$ cat config.mk
export PLATFORM = sky130hd
export DESIGN_NAME = sbg_baud_gen
export DESIGN_NICKNAME = d
export VERILOG_FILES = /design/src/logic/sbg_pkg.sv /design/src/logic/sbg_baud_gen.sv
export SDC_FILE = /design/constraint.sdc
export NUM_CORES = 1
export LEC_CHECK = 0
export BUFFER_PORTS_ARGS = -buffer_cell sky130_fd_sc_hd__buf_2
export CAP_MARGIN = 20
export CORE_MARGIN = 2
export CORE_UTILIZATION = 50
export DETAILED_ROUTE_END_ITERATION = 10
export HOLD_SLACK_MARGIN = 0.06
export PLACE_DENSITY_LB_ADDON = 0.2
export RECOVER_POWER = 25
export SLEW_MARGIN = 0
export SYNTH_ARGS = -nofsm -noshare
export SYNTH_HDL_FRONTEND = slang
export SYNTH_SLANG_ARGS = --single-unit
$ cat constraint.sdc
create_clock -name clk_sys_i -period 3 [get_ports clk_sys_i]
set_input_delay 0.45 -clock clk_sys_i [delete_from_list [all_inputs] [get_ports clk_sys_i]]
set_output_delay 0.45 -clock clk_sys_i [all_outputs]
set_load 0.01 [all_outputs]
$ cat src/logic/sbg_pkg.sv
package sbg_pkg;

    // register indices; byte address on the bus is four times the index
    localparam logic [6:0] IDX_STATUS   = 7'h50;
    localparam logic [6:0] IDX_DATA     = 7'h51;
    localparam logic [6:0] IDX_BAUD     = 7'h52;
    localparam logic [6:0] IDX_CTRL_ONE = 7'h53;
    localparam logic [6:0] IDX_CTRL_TWO = 7'h54;
    localparam logic [6:0] IDX_RX_FINE  = 7'h56;
    localparam logic [6:0] IDX_TX_FINE  = 7'h57;
    localparam logic [6:0] IDX_GEN_STAT = 7'h58;

    localparam logic [7:0] RST_STATUS   = 8'hC0;
    localparam logic [7:0] RST_DATA     = 8'h00;
    localparam logic [7:0] RST_BAUD     = 8'h00;
    localparam logic [7:0] RST_CTRL_ONE = 8'h00;
    localparam logic [7:0] RST_CTRL_TWO = 8'h00;
    localparam logic [7:0] RST_FINE     = 8'h00;

    localparam int         POS_LOW_POWER = 5;
    localparam logic [3:0] OVERSAMPLE_LAST = 4'hF;
    localparam int         OVERSAMPLE = 16;

    localparam logic [3:0] PRESCALE_00 = 4'h1;
    localparam logic [3:0] PRESCALE_01 = 4'h3;
    localparam logic [3:0] PRESCALE_10 = 4'h4;
    localparam logic [3:0] PRESCALE_11 = 4'hD;

    typedef struct packed {
        logic [1:0] first_prescaler_field;
        logic [2:0] transmit_rate_field;
        logic [2:0] receive_rate_field;
    } sbg_baud_t;

    typedef enum logic [1:0] {
        LP_RUN   = 2'b00,
        LP_DRAIN = 2'b01,
        LP_STOP  = 2'b11
    } sbg_lp_state_t;

    function automatic logic [3:0] prescale_factor(input logic [1:0] code);
        case (code)
            2'b00:   prescale_factor = PRESCALE_00;
            2'b01:   prescale_factor = PRESCALE_01;
            2'b10:   prescale_factor = PRESCALE_10;
            default: prescale_factor = PRESCALE_11;
        endcase
    endfunction

endpackage

$ cat src/logic/sbg_baud_gen.sv
// Functional notes
// - The two-bit first prescaler field selects a shared factor of 1, 3, 4 or 13.
// - The transmit divisor is two to the power of the three-bit transmit rate field.
// - The receive divisor is two to the power of the receive rate field, apart from transmit.
// - A zero transmit fine register leaves the power-of-two divisor alone, else multiplies it.
// - A zero receive fine register leaves the power-of-two divisor alone, else multiplies it.
// - A non-zero receive fine value divides the post divide-by-16 clock by 1 to 255.
// - A non-zero transmit fine value divides the post divide-by-16 clock by 1 to 255.
// - After reset both fine registers and the baud register read zero.
// - Bit rate is bus clock over 16, over the prescale factor and over the rate divisor.
// - Registers decode at indices 50h to 54h and 56h to 58h.
// - With low-power disable set, prescalers, bit ticks and serial enable stop once the current byte ends.
module sbg_baud_gen (
    input  wire logic        clk_sys_i,
    input  wire logic        rstn_i,
    input  wire logic [8:0]  avs_address_i,
    input  wire logic        avs_read_i,
    input  wire logic        avs_write_i,
    input  wire logic [3:0]  avs_byteenable_i,
    input  wire logic [31:0] avs_writedata_i,
    output logic      [31:0] avs_readdata_o,
    output logic             avs_waitrequest_o,
    input  wire logic        byte_busy_i,
    output logic             tx_bit_tick_o,
    output logic             rx_bit_tick_o,
    output logic             serial_enable_o,
    output logic      [7:0]  tx_holding_o
);

    sbg_pkg::sbg_baud_t     baud_rate_select;
    logic [7:0]             serial_control_one;
    logic [7:0]             serial_control_two;
    logic [7:0]             receive_fine_divider;
    logic [7:0]             transmit_fine_divider;
    logic [7:0]             serial_data;
    sbg_pkg::sbg_lp_state_t lp_state;
    sbg_pkg::sbg_lp_state_t next_lp_state;

    logic [6:0] reg_idx;
    logic       bus_req;
    logic       wr_take;
    logic       cfg_wr;
    logic       run;
    logic [3:0] prescale;
    logic [3:0] pre_cnt;
    logic       pre_tick;
    logic [1:0] bit_event;

    assign reg_idx = avs_address_i[8:2];
    assign bus_req = avs_read_i | avs_write_i;
    // write lands on the edge where the master sees waitrequest low
    assign wr_take = avs_write_i & ~avs_waitrequest_o & avs_byteenable_i[0];
    assign cfg_wr  = wr_take & ((reg_idx == sbg_pkg::IDX_BAUD)
                              | (reg_idx == sbg_pkg::IDX_RX_FINE)
                              | (reg_idx == sbg_pkg::IDX_TX_FINE));
    assign run      = (lp_state != sbg_pkg::LP_STOP);
    assign prescale = sbg_pkg::prescale_factor(baud_rate_select.first_prescaler_field);

    function automatic logic [7:0] read_mux(input logic [6:0] idx);
        case (idx)
            sbg_pkg::IDX_STATUS:   read_mux = sbg_pkg::RST_STATUS;
            sbg_pkg::IDX_DATA:     read_mux = serial_data;
            sbg_pkg::IDX_BAUD:     read_mux = baud_rate_select;
            sbg_pkg::IDX_CTRL_ONE: read_mux = serial_control_one;
            sbg_pkg::IDX_CTRL_TWO: read_mux = serial_control_two;
            sbg_pkg::IDX_RX_FINE:  read_mux = receive_fine_divider;
            sbg_pkg::IDX_TX_FINE:  read_mux = transmit_fine_divider;
            sbg_pkg::IDX_GEN_STAT: read_mux = {6'h00, lp_state};
            default:               read_mux = 8'h00;
        endcase
    endfunction

    // one wait cycle per access: request seen, then answer
    always_ff @(posedge clk_sys_i or negedge rstn_i) begin
        if (!rstn_i) begin
            avs_waitrequest_o <= 1'b1;
        end else if (bus_req && avs_waitrequest_o) begin
            avs_waitrequest_o <= 1'b0;
        end else begin
            avs_waitrequest_o <= 1'b1;
        end
    end

    always_ff @(posedge clk_sys_i or negedge rstn_i) begin
        if (!rstn_i) begin
            avs_readdata_o <= 32'h0000_0000;
        end else if (avs_read_i && avs_waitrequest_o) begin
            avs_readdata_o <= {24'h00_0000, read_mux(reg_idx)};
        end
    end

    always_ff @(posedge clk_sys_i or negedge rstn_i) begin
        if (!rstn_i) begin
            baud_rate_select      <= sbg_pkg::RST_BAUD;
            receive_fine_divider  <= sbg_pkg::RST_FINE;
            transmit_fine_divider <= sbg_pkg::RST_FINE;
            serial_control_one    <= sbg_pkg::RST_CTRL_ONE;
            serial_control_two    <= sbg_pkg::RST_CTRL_TWO;
            serial_data           <= sbg_pkg::RST_DATA;
        end else if (wr_take) begin
            case (reg_idx)
                sbg_pkg::IDX_DATA:     serial_data           <= avs_writedata_i[7:0];
                sbg_pkg::IDX_BAUD:     baud_rate_select      <= avs_writedata_i[7:0];
                sbg_pkg::IDX_CTRL_ONE: serial_control_one    <= avs_writedata_i[7:0];
                sbg_pkg::IDX_CTRL_TWO: serial_control_two    <= avs_writedata_i[7:0];
                sbg_pkg::IDX_RX_FINE:  receive_fine_divider  <= avs_writedata_i[7:0];
                sbg_pkg::IDX_TX_FINE:  transmit_fine_divider <= avs_writedata_i[7:0];
                default: ;
            endcase
        end
    end

    // low-power stop waits for the byte in flight
    always_comb begin
        case (lp_state)
            sbg_pkg::LP_RUN: begin
                if (!serial_control_one[sbg_pkg::POS_LOW_POWER]) begin
                    next_lp_state = sbg_pkg::LP_RUN;
                end else if (byte_busy_i) begin
                    next_lp_state = sbg_pkg::LP_DRAIN;
                end else begin
                    next_lp_state = sbg_pkg::LP_STOP;
                end
            end
            sbg_pkg::LP_DRAIN: begin
                if (!serial_control_one[sbg_pkg::POS_LOW_POWER]) begin
                    next_lp_state = sbg_pkg::LP_RUN;
                end else if (!byte_busy_i) begin
                    next_lp_state = sbg_pkg::LP_STOP;
                end else begin
                    next_lp_state = sbg_pkg::LP_DRAIN;
                end
            end
            sbg_pkg::LP_STOP: begin
                if (!serial_control_one[sbg_pkg::POS_LOW_POWER]) begin
                    next_lp_state = sbg_pkg::LP_RUN;
                end else begin
                    next_lp_state = sbg_pkg::LP_STOP;
                end
            end
            default: next_lp_state = sbg_pkg::LP_RUN;
        endcase
    end

    always_ff @(posedge clk_sys_i or negedge rstn_i) begin
        if (!rstn_i) begin
            lp_state <= sbg_pkg::LP_RUN;
        end else begin
            lp_state <= next_lp_state;
        end
    end

    always_ff @(posedge clk_sys_i or negedge rstn_i) begin
        if (!rstn_i) begin
            serial_enable_o <= 1'b0;
            tx_holding_o    <= 8'h00;
        end else begin
            serial_enable_o <= run;
            tx_holding_o    <= serial_data;
        end
    end

    // shared first prescaler; a divider write restarts it cleanly
    always_ff @(posedge clk_sys_i or negedge rstn_i) begin
        if (!rstn_i) begin
            pre_cnt <= 4'h0;
        end else if (!run || cfg_wr || pre_tick) begin
            pre_cnt <= 4'h0;
        end else begin
            pre_cnt <= pre_cnt + 4'h1;
        end
    end
    assign pre_tick = run && !cfg_wr && (pre_cnt == prescale - 4'h1);

    // index 0 transmit, index 1 receive: independent chains
    genvar gi;
    generate
        for (gi = 0; gi < 2; gi++) begin : g_dir
            logic [2:0] rate;
            logic [7:0] fine;
            logic [7:0] span;
            logic [6:0] div_cnt;
            logic [3:0] os_cnt;
            logic [7:0] fine_cnt;
            logic       div_tick;
            logic       os_tick;

            assign rate = (gi == 0) ? baud_rate_select.transmit_rate_field
                                    : baud_rate_select.receive_rate_field;
            assign fine = (gi == 0) ? transmit_fine_divider : receive_fine_divider;
            assign span = (8'h01 << rate) - 8'h01;

            assign div_tick = pre_tick && (div_cnt == span[6:0]);
            assign os_tick  = div_tick && (os_cnt == sbg_pkg::OVERSAMPLE_LAST);
            // zero fine value bypasses the extended stage
            assign bit_event[gi] = (fine == 8'h00) ? os_tick
                                 : (os_tick && (fine_cnt == fine - 8'h01));

            always_ff @(posedge clk_sys_i or negedge rstn_i) begin
                if (!rstn_i) begin
                    div_cnt <= 7'h00;
                end else if (!run || cfg_wr || div_tick) begin
                    div_cnt <= 7'h00;
                end else if (pre_tick) begin
                    div_cnt <= div_cnt + 7'h01;
                end
            end

            always_ff @(posedge clk_sys_i or negedge rstn_i) begin
                if (!rstn_i) begin
                    os_cnt <= 4'h0;
                end else if (!run || cfg_wr) begin
                    os_cnt <= 4'h0;
                end else if (div_tick) begin
                    os_cnt <= os_cnt + 4'h1;
                end
            end

            always_ff @(posedge clk_sys_i or negedge rstn_i) begin
                if (!rstn_i) begin
                    fine_cnt <= 8'h00;
                end else if (!run || cfg_wr || bit_event[gi]) begin
                    fine_cnt <= 8'h00;
                end else if (os_tick) begin
                    fine_cnt <= fine_cnt + 8'h01;
                end
            end
        end
    endgenerate

    always_ff @(posedge clk_sys_i or negedge rstn_i) begin
        if (!rstn_i) begin
            tx_bit_tick_o <= 1'b0;
            rx_bit_tick_o <= 1'b0;
        end else begin
            tx_bit_tick_o <= bit_event[0];
            rx_bit_tick_o <= bit_event[1];
        end
    end

    // checking helpers: cycles between bit events per direction
    function automatic logic [31:0] period(input logic [2:0] rate, input logic [7:0] fine);
        logic [31:0] base;
        base = 32'(sbg_pkg::OVERSAMPLE) * 32'(prescale) * (32'h0000_0001 << rate);
        period = (fine == 8'h00) ? base : base * 32'(fine);
    endfunction

    logic [31:0] gap   [2];
    logic [1:0]  seen;
    logic        written;

    generate
        for (gi = 0; gi < 2; gi++) begin : g_gap
            always_ff @(posedge clk_sys_i or negedge rstn_i) begin
                if (!rstn_i) begin
                    gap[gi]  <= 32'h0000_0000;
                    seen[gi] <= 1'b0;
                end else if (!run || cfg_wr) begin
                    gap[gi]  <= 32'h0000_0000;
                    seen[gi] <= 1'b0;
                end else if (bit_event[gi]) begin
                    gap[gi]  <= 32'h0000_0000;
                    seen[gi] <= 1'b1;
                end else begin
                    gap[gi]  <= gap[gi] + 32'h0000_0001;
                end
            end
        end
    endgenerate

    always_ff @(posedge clk_sys_i or negedge rstn_i) begin
        if (!rstn_i) begin
            written <= 1'b0;
        end else if (cfg_wr) begin
            written <= 1'b1;
        end
    end
endmodule

==> impl_results.md, run 1 <==
* Num CTS Buffers at 9
* Slew headroom at 13.2%
* Filler cell count in the final layout at 1121
* Detail Placement HPWL at 10.0 mm
* Dpl ws at 0.178 ns
* Via density at 5.67
* I/O pin cnt at 94
* Synth Instances at 630
* Critical Path Start Type: flop
* CTS tree: done
* Clock Latency Late Sink at 0.36 ns
* Drt initial violations at 369
* Post-synthesis sequential area ratio at 43.3%
* Clk_skew at 0.00909 ns
* Final Power at 3.66 mW
* Yosys reg bits at 112
* Max Cap Viol at 0
* Final GP Congestion at 0.844
* Share of the synthesized area in the top cell type at 42.9%
* Clock network fraction of design power at 30.2%
* Die X at 118 µm
* Kind of critical path: flop to flop
* Number of routed nets with antenna violations at 0
* Final setup viols at 0
* Root Driver: clkbuf_16
* Largest net degree at the start of global routing at 64
* Total Nets Final at 725
* Number of remaining DRC errors at 0
* LEAKAGE at 3.25 nW
* Clock Tree Buf Depth at 2
* Sequential share of power at 49.1%
* Switch Pwr at 1.14 mW
* Grt met2 use at 33.9%
* Initial Util at 51.3%
* Grt ovf at 0
* R2R cell count at 11
* Met1 global-route usage at 28.6%
* R2R Setup Slk at 0.27 ns
* Setup ws final at 0.273 ns
* Ant. Diodes at 0
* First-pass iteration count of the detailed router at 4
* Synth-to-Final Area Change at 8.53%
* Number of buffers added on ports at 40
* Worst r2r src: g_dir[0].rate[2]$_DFFE_PN0P_
* Mapped cell area at 6470 µm²
* VDD IR-drop max at 458 µV
* Post-CTS Hold Buffers at 0
* Distinct cells, synth at 72
* Core Area at 12600 µm²
* DR vias at 4746
* Worst r2r dst: g_dir[0].os_cnt[3]$_DFFE_PN0N_
* Layout cells sized above 1 at 21.8%
* CTS H-Tree Depth at 3
* Least-Margin Pin Slew at 1.30 ns
* Most frequent cells in the layout: dfrtp_1, nor2_1, mux2_2, nand2_1, buf_2
* Drt total wl at 14.1 mm
* Area contributors post-synth: dfrtp_1, mux2_2, buf_4, xnor2_1, xor2_1
* Met3 usage at 5.47%
* Data arrival, critical path at 3.01 ns
* Crit path capture: g_dir[0].os_cnt[3]$_DFFE_PN0N_
* Most common cell after layout, fill and taps aside: dfrtp_1
* Cell row count at 41
* P_int at 2.52 mW
* Comb power frac at 20.8%
* Vias in the first global route at 4643
* EDFF count, synth at 0
* Worst-path clk slew at 0.07 ns
* Asr flop ratio synth at 100%
* Mean routed wirelength per cell at 16.9 µm
* Die Span Y at 118 µm
* Primary FF master, synth: dfrtp_1
* Min Tclk post-route at 2.73 ns
* Ys Warns at 0
* Worst path required time at 3.28 ns
* Switching share of power at 31.2%
* Post-route setup TNS at 0 ns
* Initial antenna violation count at 0
* Leading area contributor after synthesis: dfrtp_1
* Full die area at 13900 µm²
* Fmax at 367 MHz
* Final worst-path cycle share at 90.9%
* Run status: completed
* Hold crit path type: primary input to flop
* GRT busiest layer: met2
* RSZ-0062 raised after global routing: false
* Critical Path Sink Type: flop
* Syn_area_per_cell at 10.3 µm²
* Count of pins over their slew limit at 0
* Setup crit start: g_dir[0].rate[2]$_DFFE_PN0P_
* Final Util at 55.7%
* Power Dens Cells at 521 nW/µm²
* GRT Overall Usage at 21.2%
* Fin. Hold Viols at 0
* # clock sinks at 112
* First-pass GRT wire length at 23.6 mm
* Max Fanout on Critical Path at 9
-- logic make-up (layout without fill, tap and decap cells) --
family,after synthesis,after routing,synth area share (%)
buffers and inverters,72,84,6.44
AOI/OAI and AO/OA,122,122,13.6
other,1,24,0.0579
muxes,61,61,10.3
DFF,112,112,43.3
xor gates and xnor gates,45,45,6.09
adders and majority gates,13,13,2.51
and+or+nand+nor,204,204,17.6
-- critical path: stages, from the launching register on --
cell	delay [ns]
dfrtp_1	0.38
buf_4	0.17
nor2_2	0.16
nand2_1	0.09
ha_2	0.23
xor2_1	0.17
a2bb2oi_2	0.17
xnor2_1	0.14
nor3_2	0.30
nand3_4	0.16
or4_1	0.54
a21oi_1	0.15
-- final cells by class --
class	instances	area [µm²]	area share [%]
Timing Repair Buffer	55	325	4.63
Clock inverter	5	36.3	0.517
Inverter	15	56.3	0.802
Clock buffer	9	225	3.21
Sequential cell	112	2800	39.9
Multi-Input combinational cell	469	3360	47.9
Tap cell	172	215	3.06
-- layer usage --
layer / part of all wire [%] / vias up / wire length, µm
met5: 0 / - / 0
met2: 48 / 92 / 6850
met3: 4.3 / 14 / 607
li1: - / 2277 / -
met1: 46 / 2363 / 6510
met4: 1.3 / 0 / 183
-- synth_stat cells (all sizes together) (5+ instances only) --
cell type    n
nand2b       6
mux2i       15
or2          9
and3         8
nor4         5
nand2       41
a221oi       5
o21ai       22
nor2        51
nand3       25
inv         15
o211ai       5
clkbuf      14
a32oi        5
nand4       11
nor3        12
ha          13
xor2        22
a21oi       29
a31oi       11
nor2b       11
buf         43
xnor2       23
mux2        46
nand3b       6
o31ai        7
dfrtp      111
a32o         7
-- through the flow --
| step | hold WS (ns) | std cells | instance area, µm² |
|---|---|---|---|
| floorplan | 0.154 | 653 | 6560 |
| global placement | 0.364 | 822 | 6730 |
| detailed placement | 0.375 | 822 | 6730 |
| CTS | 0.140 | 836 | 6990 |
| global route | 0.250 | 837 | 7020 |
| finish | 0.251 | 837 | 7020 |
-- power groups by stage --
stage / sequential, mW / clock (mW) / combinational (mW)
2_1_floorplan: 1.78 / 0 / 0.572
3_3_place_gp: 1.81 / 0 / 0.705
5_1_grt: 1.82 / 1.19 / 0.855
6_report: 1.79 / 1.10 / 0.759
3_5_place_dp: 1.82 / 0 / 0.740
4_1_cts: 1.79 / 1.14 / 0.745
-- flip-flops by register name, summed over array words and instances, names as in the netlist --
| name | cells |
|---|---|
| avs_waitrequest_o | 1 |
| baud_rate_select | 2 |
| tx_holding_o | 8 |
| g_dir.fine | 16 |
| tx_bit_tick_o | 1 |
| lp_state | 2 |
| serial_data | 8 |
| rx_bit_tick_o | 1 |
| avs_readdata_o | 8 |
| serial_control_one | 8 |
| serial_enable_o | 1 |
| pre_cnt | 4 |
| g_dir.rate | 6 |
| g_dir.div_cnt | 14 |
| g_dir.os_cnt | 8 |
| g_dir.fine_cnt | 16 |
| serial_control_two | 8 |
-- worst min path at each step --
stage | end | startpoint | slack, ns | cells after the start
5_1_grt | avs_waitrequest_o$_DFF_PN1_ | avs_read_i | 0.25 | 2
2_1_floorplan | avs_readdata_o[0]$_DFFE_PN0P_ | rstn_i | 0.15 | 0
3_5_place_dp | tx_holding_o[7]$_DFF_PN0_ | serial_data[7]$_DFFE_PN0P_ | 0.38 | 0
4_1_cts | g_dir[0].fine_cnt[6]$_DFFE_PN0P_ | rstn_i | 0.14 | 1
3_3_place_gp | tx_holding_o[7]$_DFF_PN0_ | serial_data[7]$_DFFE_PN0P_ | 0.36 | 0
6_report | avs_waitrequest_o$_DFF_PN1_ | avs_read_i | 0.25 | 2
-- repair_timing --
| action | in CTS | in global routing |
|---|---|---|
| setup endpoints to repair | 0 | 16 |
| buffers inserted | 0 | 0 |
| gates resized for setup | 0 | 5 |
No activity file was read; power rests on OpenSTA's default activity.
==> run 2: changes to the inputs <==
Settings changed: CORE_MARGIN 2 to default, RECOVER_POWER 25 to 100.
==> run 2 against run 1 <==
  * The run now ends with capacitance limit, slew limit left
  * Count of clock-buffer cells in the layout rose by 3
  * Highest routed layer unchanged
  * Total power rose by 1.6%
  * Core utilization fell by 0.50 points
  * Register-to-register slack improved by 0.03 ns
  * Clock skew barely moved
  * Critical path type unchanged
  * Largest power group unchanged
  * Clock power rose by 10%
  * Non-clock buffer count rose by 1
  * Design area fell by 0.89%
  * Critical path depth fell by 2
  * Flip-flop and latch count did not move
  * First-iteration DRC count fell by 18%
  * Via count fell by 0.38%
==> impl_results.md, run 2 (synthesized netlist as in run 1, its figures left out) <==
* First-pass GRT wire length at 22.7 mm
* Full die area at 13400 µm²
* Cell row count at 41
* DR vias at 4728
* Post-Place Cells at 823
* Number of remaining DRC errors at 0
* Root Driver: clkbuf_16
* Synth-to-Final Area Change at 7.56%
* Post-CTS sizing at 0
* Vias in the first global route at 4443
* Die X at 116 µm
* Fin. Hold Viols at 0
* Non-filler cells, final at 840
* Slew headroom at -41.9%
* Critical Path Sink Type: flop
* Drt initial violations at 302
* Post-CTS Setup Bufs at 0
* Placed cell area at 6740 µm²
* Min Tclk post-route at 2.69 ns
* Worst path cell trace: or3_1, ha_1, xor2_1, a2bb2oi_1, xnor2_1, nor3_2, nand3_2, or4_1, a21oi_1
* Run status: complete, but fails checks
* Ant. Diodes at 0
* Failing checks: capacitance limit, slew limit
* I/O pin cnt at 94
* Clock Latency Late Sink at 0.36 ns
* Slowest stage delay, CP at 0.55 ns
* Initial antenna violation count at 0
* Via density at 5.63
* WP buf/inv at 0
* Core Area at 12600 µm²
* Data arrival, critical path at 2.97 ns
* Number of buffers added on ports at 40
* Critical Path Start Type: flop
* Fmax at 371 MHz
* Final setup viols at 0
* Final Util at 55.2%
* Final worst-path cycle share at 89.7%
* Initial Util at 51.3%
* Clock Tree Buf Depth at 2
* VDD IR-drop max at 391 µV
* Most frequent cells in the layout: dfrtp_1, nor2_1, mux2_2, nand2_1, clkbuf_1
* Drt total wl at 13.8 mm
* Filler cell count in the final layout at 1133
* Num CTS Buffers at 9
* GRT Overall Usage at 22.1%
* Final GP Congestion at 0.784
* CTS H-Tree Depth at 3
* Detail Placement HPWL at 9.80 mm
* Hold crit path type: primary input to flop
* Max Cap Viol at 1
* Most common cell after layout, fill and taps aside: dfrtp_1
* Tightest hold margin at 0.267 ns
* Worst path required time at 3.28 ns
* Mean routed wirelength per cell at 16.5 µm
* Grt ovf at 0
* LEAKAGE at 3.17 nW
* CTS tree: done
* Post-route setup TNS at 0 ns
* Least-Margin Pin Slew at 2.13 ns
* Worst-path clk slew at 0.08 ns
* Design Area, Final at 6960 µm²
* CP max-delay cell: or4_1
* Layout cells sized above 1 at 16.3%
* Total Nets Final at 726
* Count of pins over their slew limit at 36
* RSZ-0062 raised after global routing: false
* Die Span Y at 116 µm
* Clk_skew at 0.00867 ns
* Largest net degree at the start of global routing at 78
* Number of routed nets with antenna violations at 0
* Post-CTS Hold Buffers at 0
* First-pass iteration count of the detailed router at 4
* Kind of critical path: flop to flop
* Delay-heaviest family, CP: simple AND/OR/NAND/NOR gates
* Power Dens Cells at 534 nW/µm²
* # clock sinks at 112
* Max Fanout on Critical Path at 10
[run 2: area by class of cell]
class                      count  area [µm²]  share of cell area, %
sequential                   112        2800                   40.3
tap                          172         215                   3.09
inverter                      15        56.3                  0.809
clock inverter                 4        35.0                  0.503
multi-input combinational    469        3300                   47.5
timing repair buffer          56         279                   4.01
clock buffer                  12         267                   3.83
[run 2: worst paths after layout]
kind | from | endpoint | slack, ns | depth (start not counted)
worst min-delay path | avs_read_i | avs_waitrequest_o$_DFF_PN1_ | 0.27 | 2
worst min register to register | serial_data[7]$_DFFE_PN0P_ | tx_holding_o[7]$_DFF_PN0_ | 0.39 | 0
worst max register to register | g_dir[0].rate[2]$_DFFE_PN0P_ | g_dir[0].os_cnt[3]$_DFFE_PN0N_ | 0.31 | 9
worst max-delay path | g_dir[0].rate[2]$_DFFE_PN0P_ | g_dir[0].os_cnt[3]$_DFFE_PN0N_ | 0.31 | 9
min in group asynchronous | rstn_i | g_dir[0].fine_cnt[1]$_DFFE_PN0P_ | 0.71 | 1
max in group asynchronous | rstn_i | avs_waitrequest_o$_DFF_PN1_ | 1.03 | 2
[run 2: power breakdown]
part | internal [mW] | switching, mW | leakage, nW
clock | 0.642 | 0.571 | 0.150
combinational | 0.290 | 0.420 | 1.53
sequential | 1.64 | 0.149 | 1.49
[run 2: routing by layer]
metal,global-route usage [%],vias to the layer above,routed length [µm]
li1,-,2283,-
met1,30.8,2352,6480
met5,0,-,0
met2,34.6,85,6630
met3,5.60,8,622
met4,4.79,0,110
[run 2: through the flow]
stage / total power, mW / setup slack, ns
after floorplan: 2.35 / 0.357
after global placement: 2.52 / 0.280
after detailed placement: 2.55 / 0.208
after CTS: 3.77 / 0.178
after global routing: 3.93 / 0.0843
final: 3.71 / 0.308
==> run 3: changes to the inputs <==
Settings changed: PLACE_DENSITY from default to 0.71, PLACE_DENSITY_LB_ADDON 0.2 to default.
==> run 3 against run 2 <==
  * Maximum frequency shrank 4.3%
  * Critical path type is now primary input to flop
  * Core utilization grew 0.44 points
  * Critical endpoint is now g_dir[1].fine_cnt[4]$_DFFE_PN0P_
  * Via count rose by 1.5%
  * Critical path depth unchanged
  * The run now ends clean
  * Register-to-register slack is essentially flat
==> impl_results.md, run 3 (synthesized netlist as in run 1, its figures left out) <==
* Run status: completed
* Dpl ws at 0.205 ns
* Grt ovf at 0
* Via density at 5.70
* DR vias at 4801
* Initial antenna violation count at 0
* Least-Margin Pin Slew at 1.37 ns
* HP Start: avs_read_i
* Detail Placement HPWL at 9.94 mm
* Critical path depth at 9
* Slew headroom at 8.71%
* R2R cell count at 9
* Count of pins over their slew limit at 0
* Setup ws final at 0.188 ns
* Slowest stage delay, CP at 0.77 ns
* Fmax at 356 MHz
* Filler cell count in the final layout at 1123
* Worst r2r dst: g_dir[0].os_cnt[3]$_DFFE_PN0N_
* Clock Latency Late Sink at 0.36 ns
* Final Power at 4.01 mW
* Critical Path Sink Type: flop
* Largest net degree at the start of global routing at 55
* Hold Path Depth at 2
* Tightest hold margin at 0.259 ns
* First-pass GRT wire length at 23.0 mm
* Min Tclk post-route at 2.81 ns
* CP max-delay cell: o41ai_1
* Worst r2r src: g_dir[0].rate[2]$_DFFE_PN0P_
* Die Span Y at 116 µm
* Number of routed nets with antenna violations at 0
* Critical Path Start Type: primary input
* CTS H-Tree Depth at 3
* Mean routed wirelength per cell at 16.8 µm
* First-pass iteration count of the detailed router at 4
* Post-route setup TNS at 0 ns
* Most frequent cells in the layout: dfrtp_1, nor2_1, mux2_2, nand2_1, clkbuf_1
* Final setup viols at 0
* Drt initial violations at 356
* Total Nets Final at 728
* # clock sinks at 112
* Worst path required time at 3.28 ns
* GRT Overall Usage at 22.4%
* Kind of critical path: primary input to flop
* R2R Setup Slk at 0.31 ns
* I/O pin cnt at 94
* Worst-path clk slew at 0.07 ns
* Core Area at 12600 µm²
* Max Cap Viol at 0
* Root Driver: clkbuf_16
* Setup crit start: avs_address_i[3]
* Drt total wl at 14.1 mm
* CTS tree: done
* Max Fanout on Critical Path at 17
* Hold endpoint: avs_waitrequest_o$_DFF_PN1_
* WP buf/inv at 3
* VDD IR-drop max at 311 µV
* Number of remaining DRC errors at 0
* Die X at 116 µm
* Synth-to-Final Area Change at 8.41%
* Hold crit path type: primary input to flop
* Delay-heaviest family, CP: compound AO/OA/AOI/OAI gates
* Worst path cell trace: clkbuf_1, inv_1, o41ai_1, or2_0, nor4_4, buf_4, nor2b_1, a31oi_1, a21oi_1
* Post-CTS Setup Bufs at 0
* Ant. Diodes at 0
* LEAKAGE at 3.18 nW
* Clock Tree Buf Depth at 2
* Cell row count at 41
* Clk_skew at 0.00698 ns
* Fin. Hold Viols at 0
* Final worst-path cycle share at 93.7%
* RSZ-0062 raised after global routing: false
* Num CTS Buffers at 9
* Full die area at 13400 µm²
* Initial Util at 51.3%
* Number of buffers added on ports at 40
* Most common cell after layout, fill and taps aside: dfrtp_1
* Layout cells sized above 1 at 16.1%
* Final GP Congestion at 0.811
* Data arrival, critical path at 3.09 ns
* Vias in the first global route at 4604
* Power Dens Cells at 571 nW/µm²
## run 3: cell type report
cell class / instances / area, µm² / share of cell area, %
Timing Repair Buffer: 58 / 277 / 3.94
Clock inverter: 6 / 138 / 1.96
Inverter: 15 / 56.3 / 0.803
Clock buffer: 10 / 239 / 3.41
Sequential cell: 112 / 2800 / 40.0
Multi-Input combinational cell: 469 / 3290 / 46.9
Tap cell: 172 / 215 / 3.07
## run 3: through the flow
stage / cell area [µm²] / util (%) / std cells
detailed placement: 6740 / 53.4 / 825
global route: 7020 / 55.6 / 842
global placement: 6740 / 53.4 / 825
floorplan: 6560 / - / 653
finish: 7020 / 55.6 / 842
CTS: 7120 / 56.4 / 841
## run 3: power by group
| group | internal [mW] | switching, mW | total (mW) |
|---|---|---|---|
| sequential | 1.64 | 0.151 | 1.79 |
| combinational | 0.295 | 0.426 | 0.721 |
| clock | 0.928 | 0.566 | 1.49 |
| total | 2.87 | 1.14 | 4.01 |
## run 3: timing repair
item | 4_1_cts | 5_1_grt
resized for setup | 0 | 1
hold buffers | 0 | 0
setup endpoints to repair | 0 | 12
## run 3: worst max-delay path by stage
stage                                             to
global route          g_dir[1].os_cnt[0]$_DFFE_PN0N_
global placement      g_dir[0].os_cnt[3]$_DFFE_PN0N_
floorplan             g_dir[0].os_cnt[2]$_DFFE_PN0N_
detailed placement    g_dir[0].os_cnt[3]$_DFFE_PN0N_
finish              g_dir[1].fine_cnt[4]$_DFFE_PN0P_
CTS                   g_dir[0].os_cnt[0]$_DFFE_PN0N_
## run 3: metal layers
layer  share of wire (%)  GRT usage [%]  routed length [µm]
met5                   0              0                   0
met4                 2.7           9.06                 376
met3                 4.4           5.75                 617
met2                  48           36.5                6830
met1                  45           28.6                6300
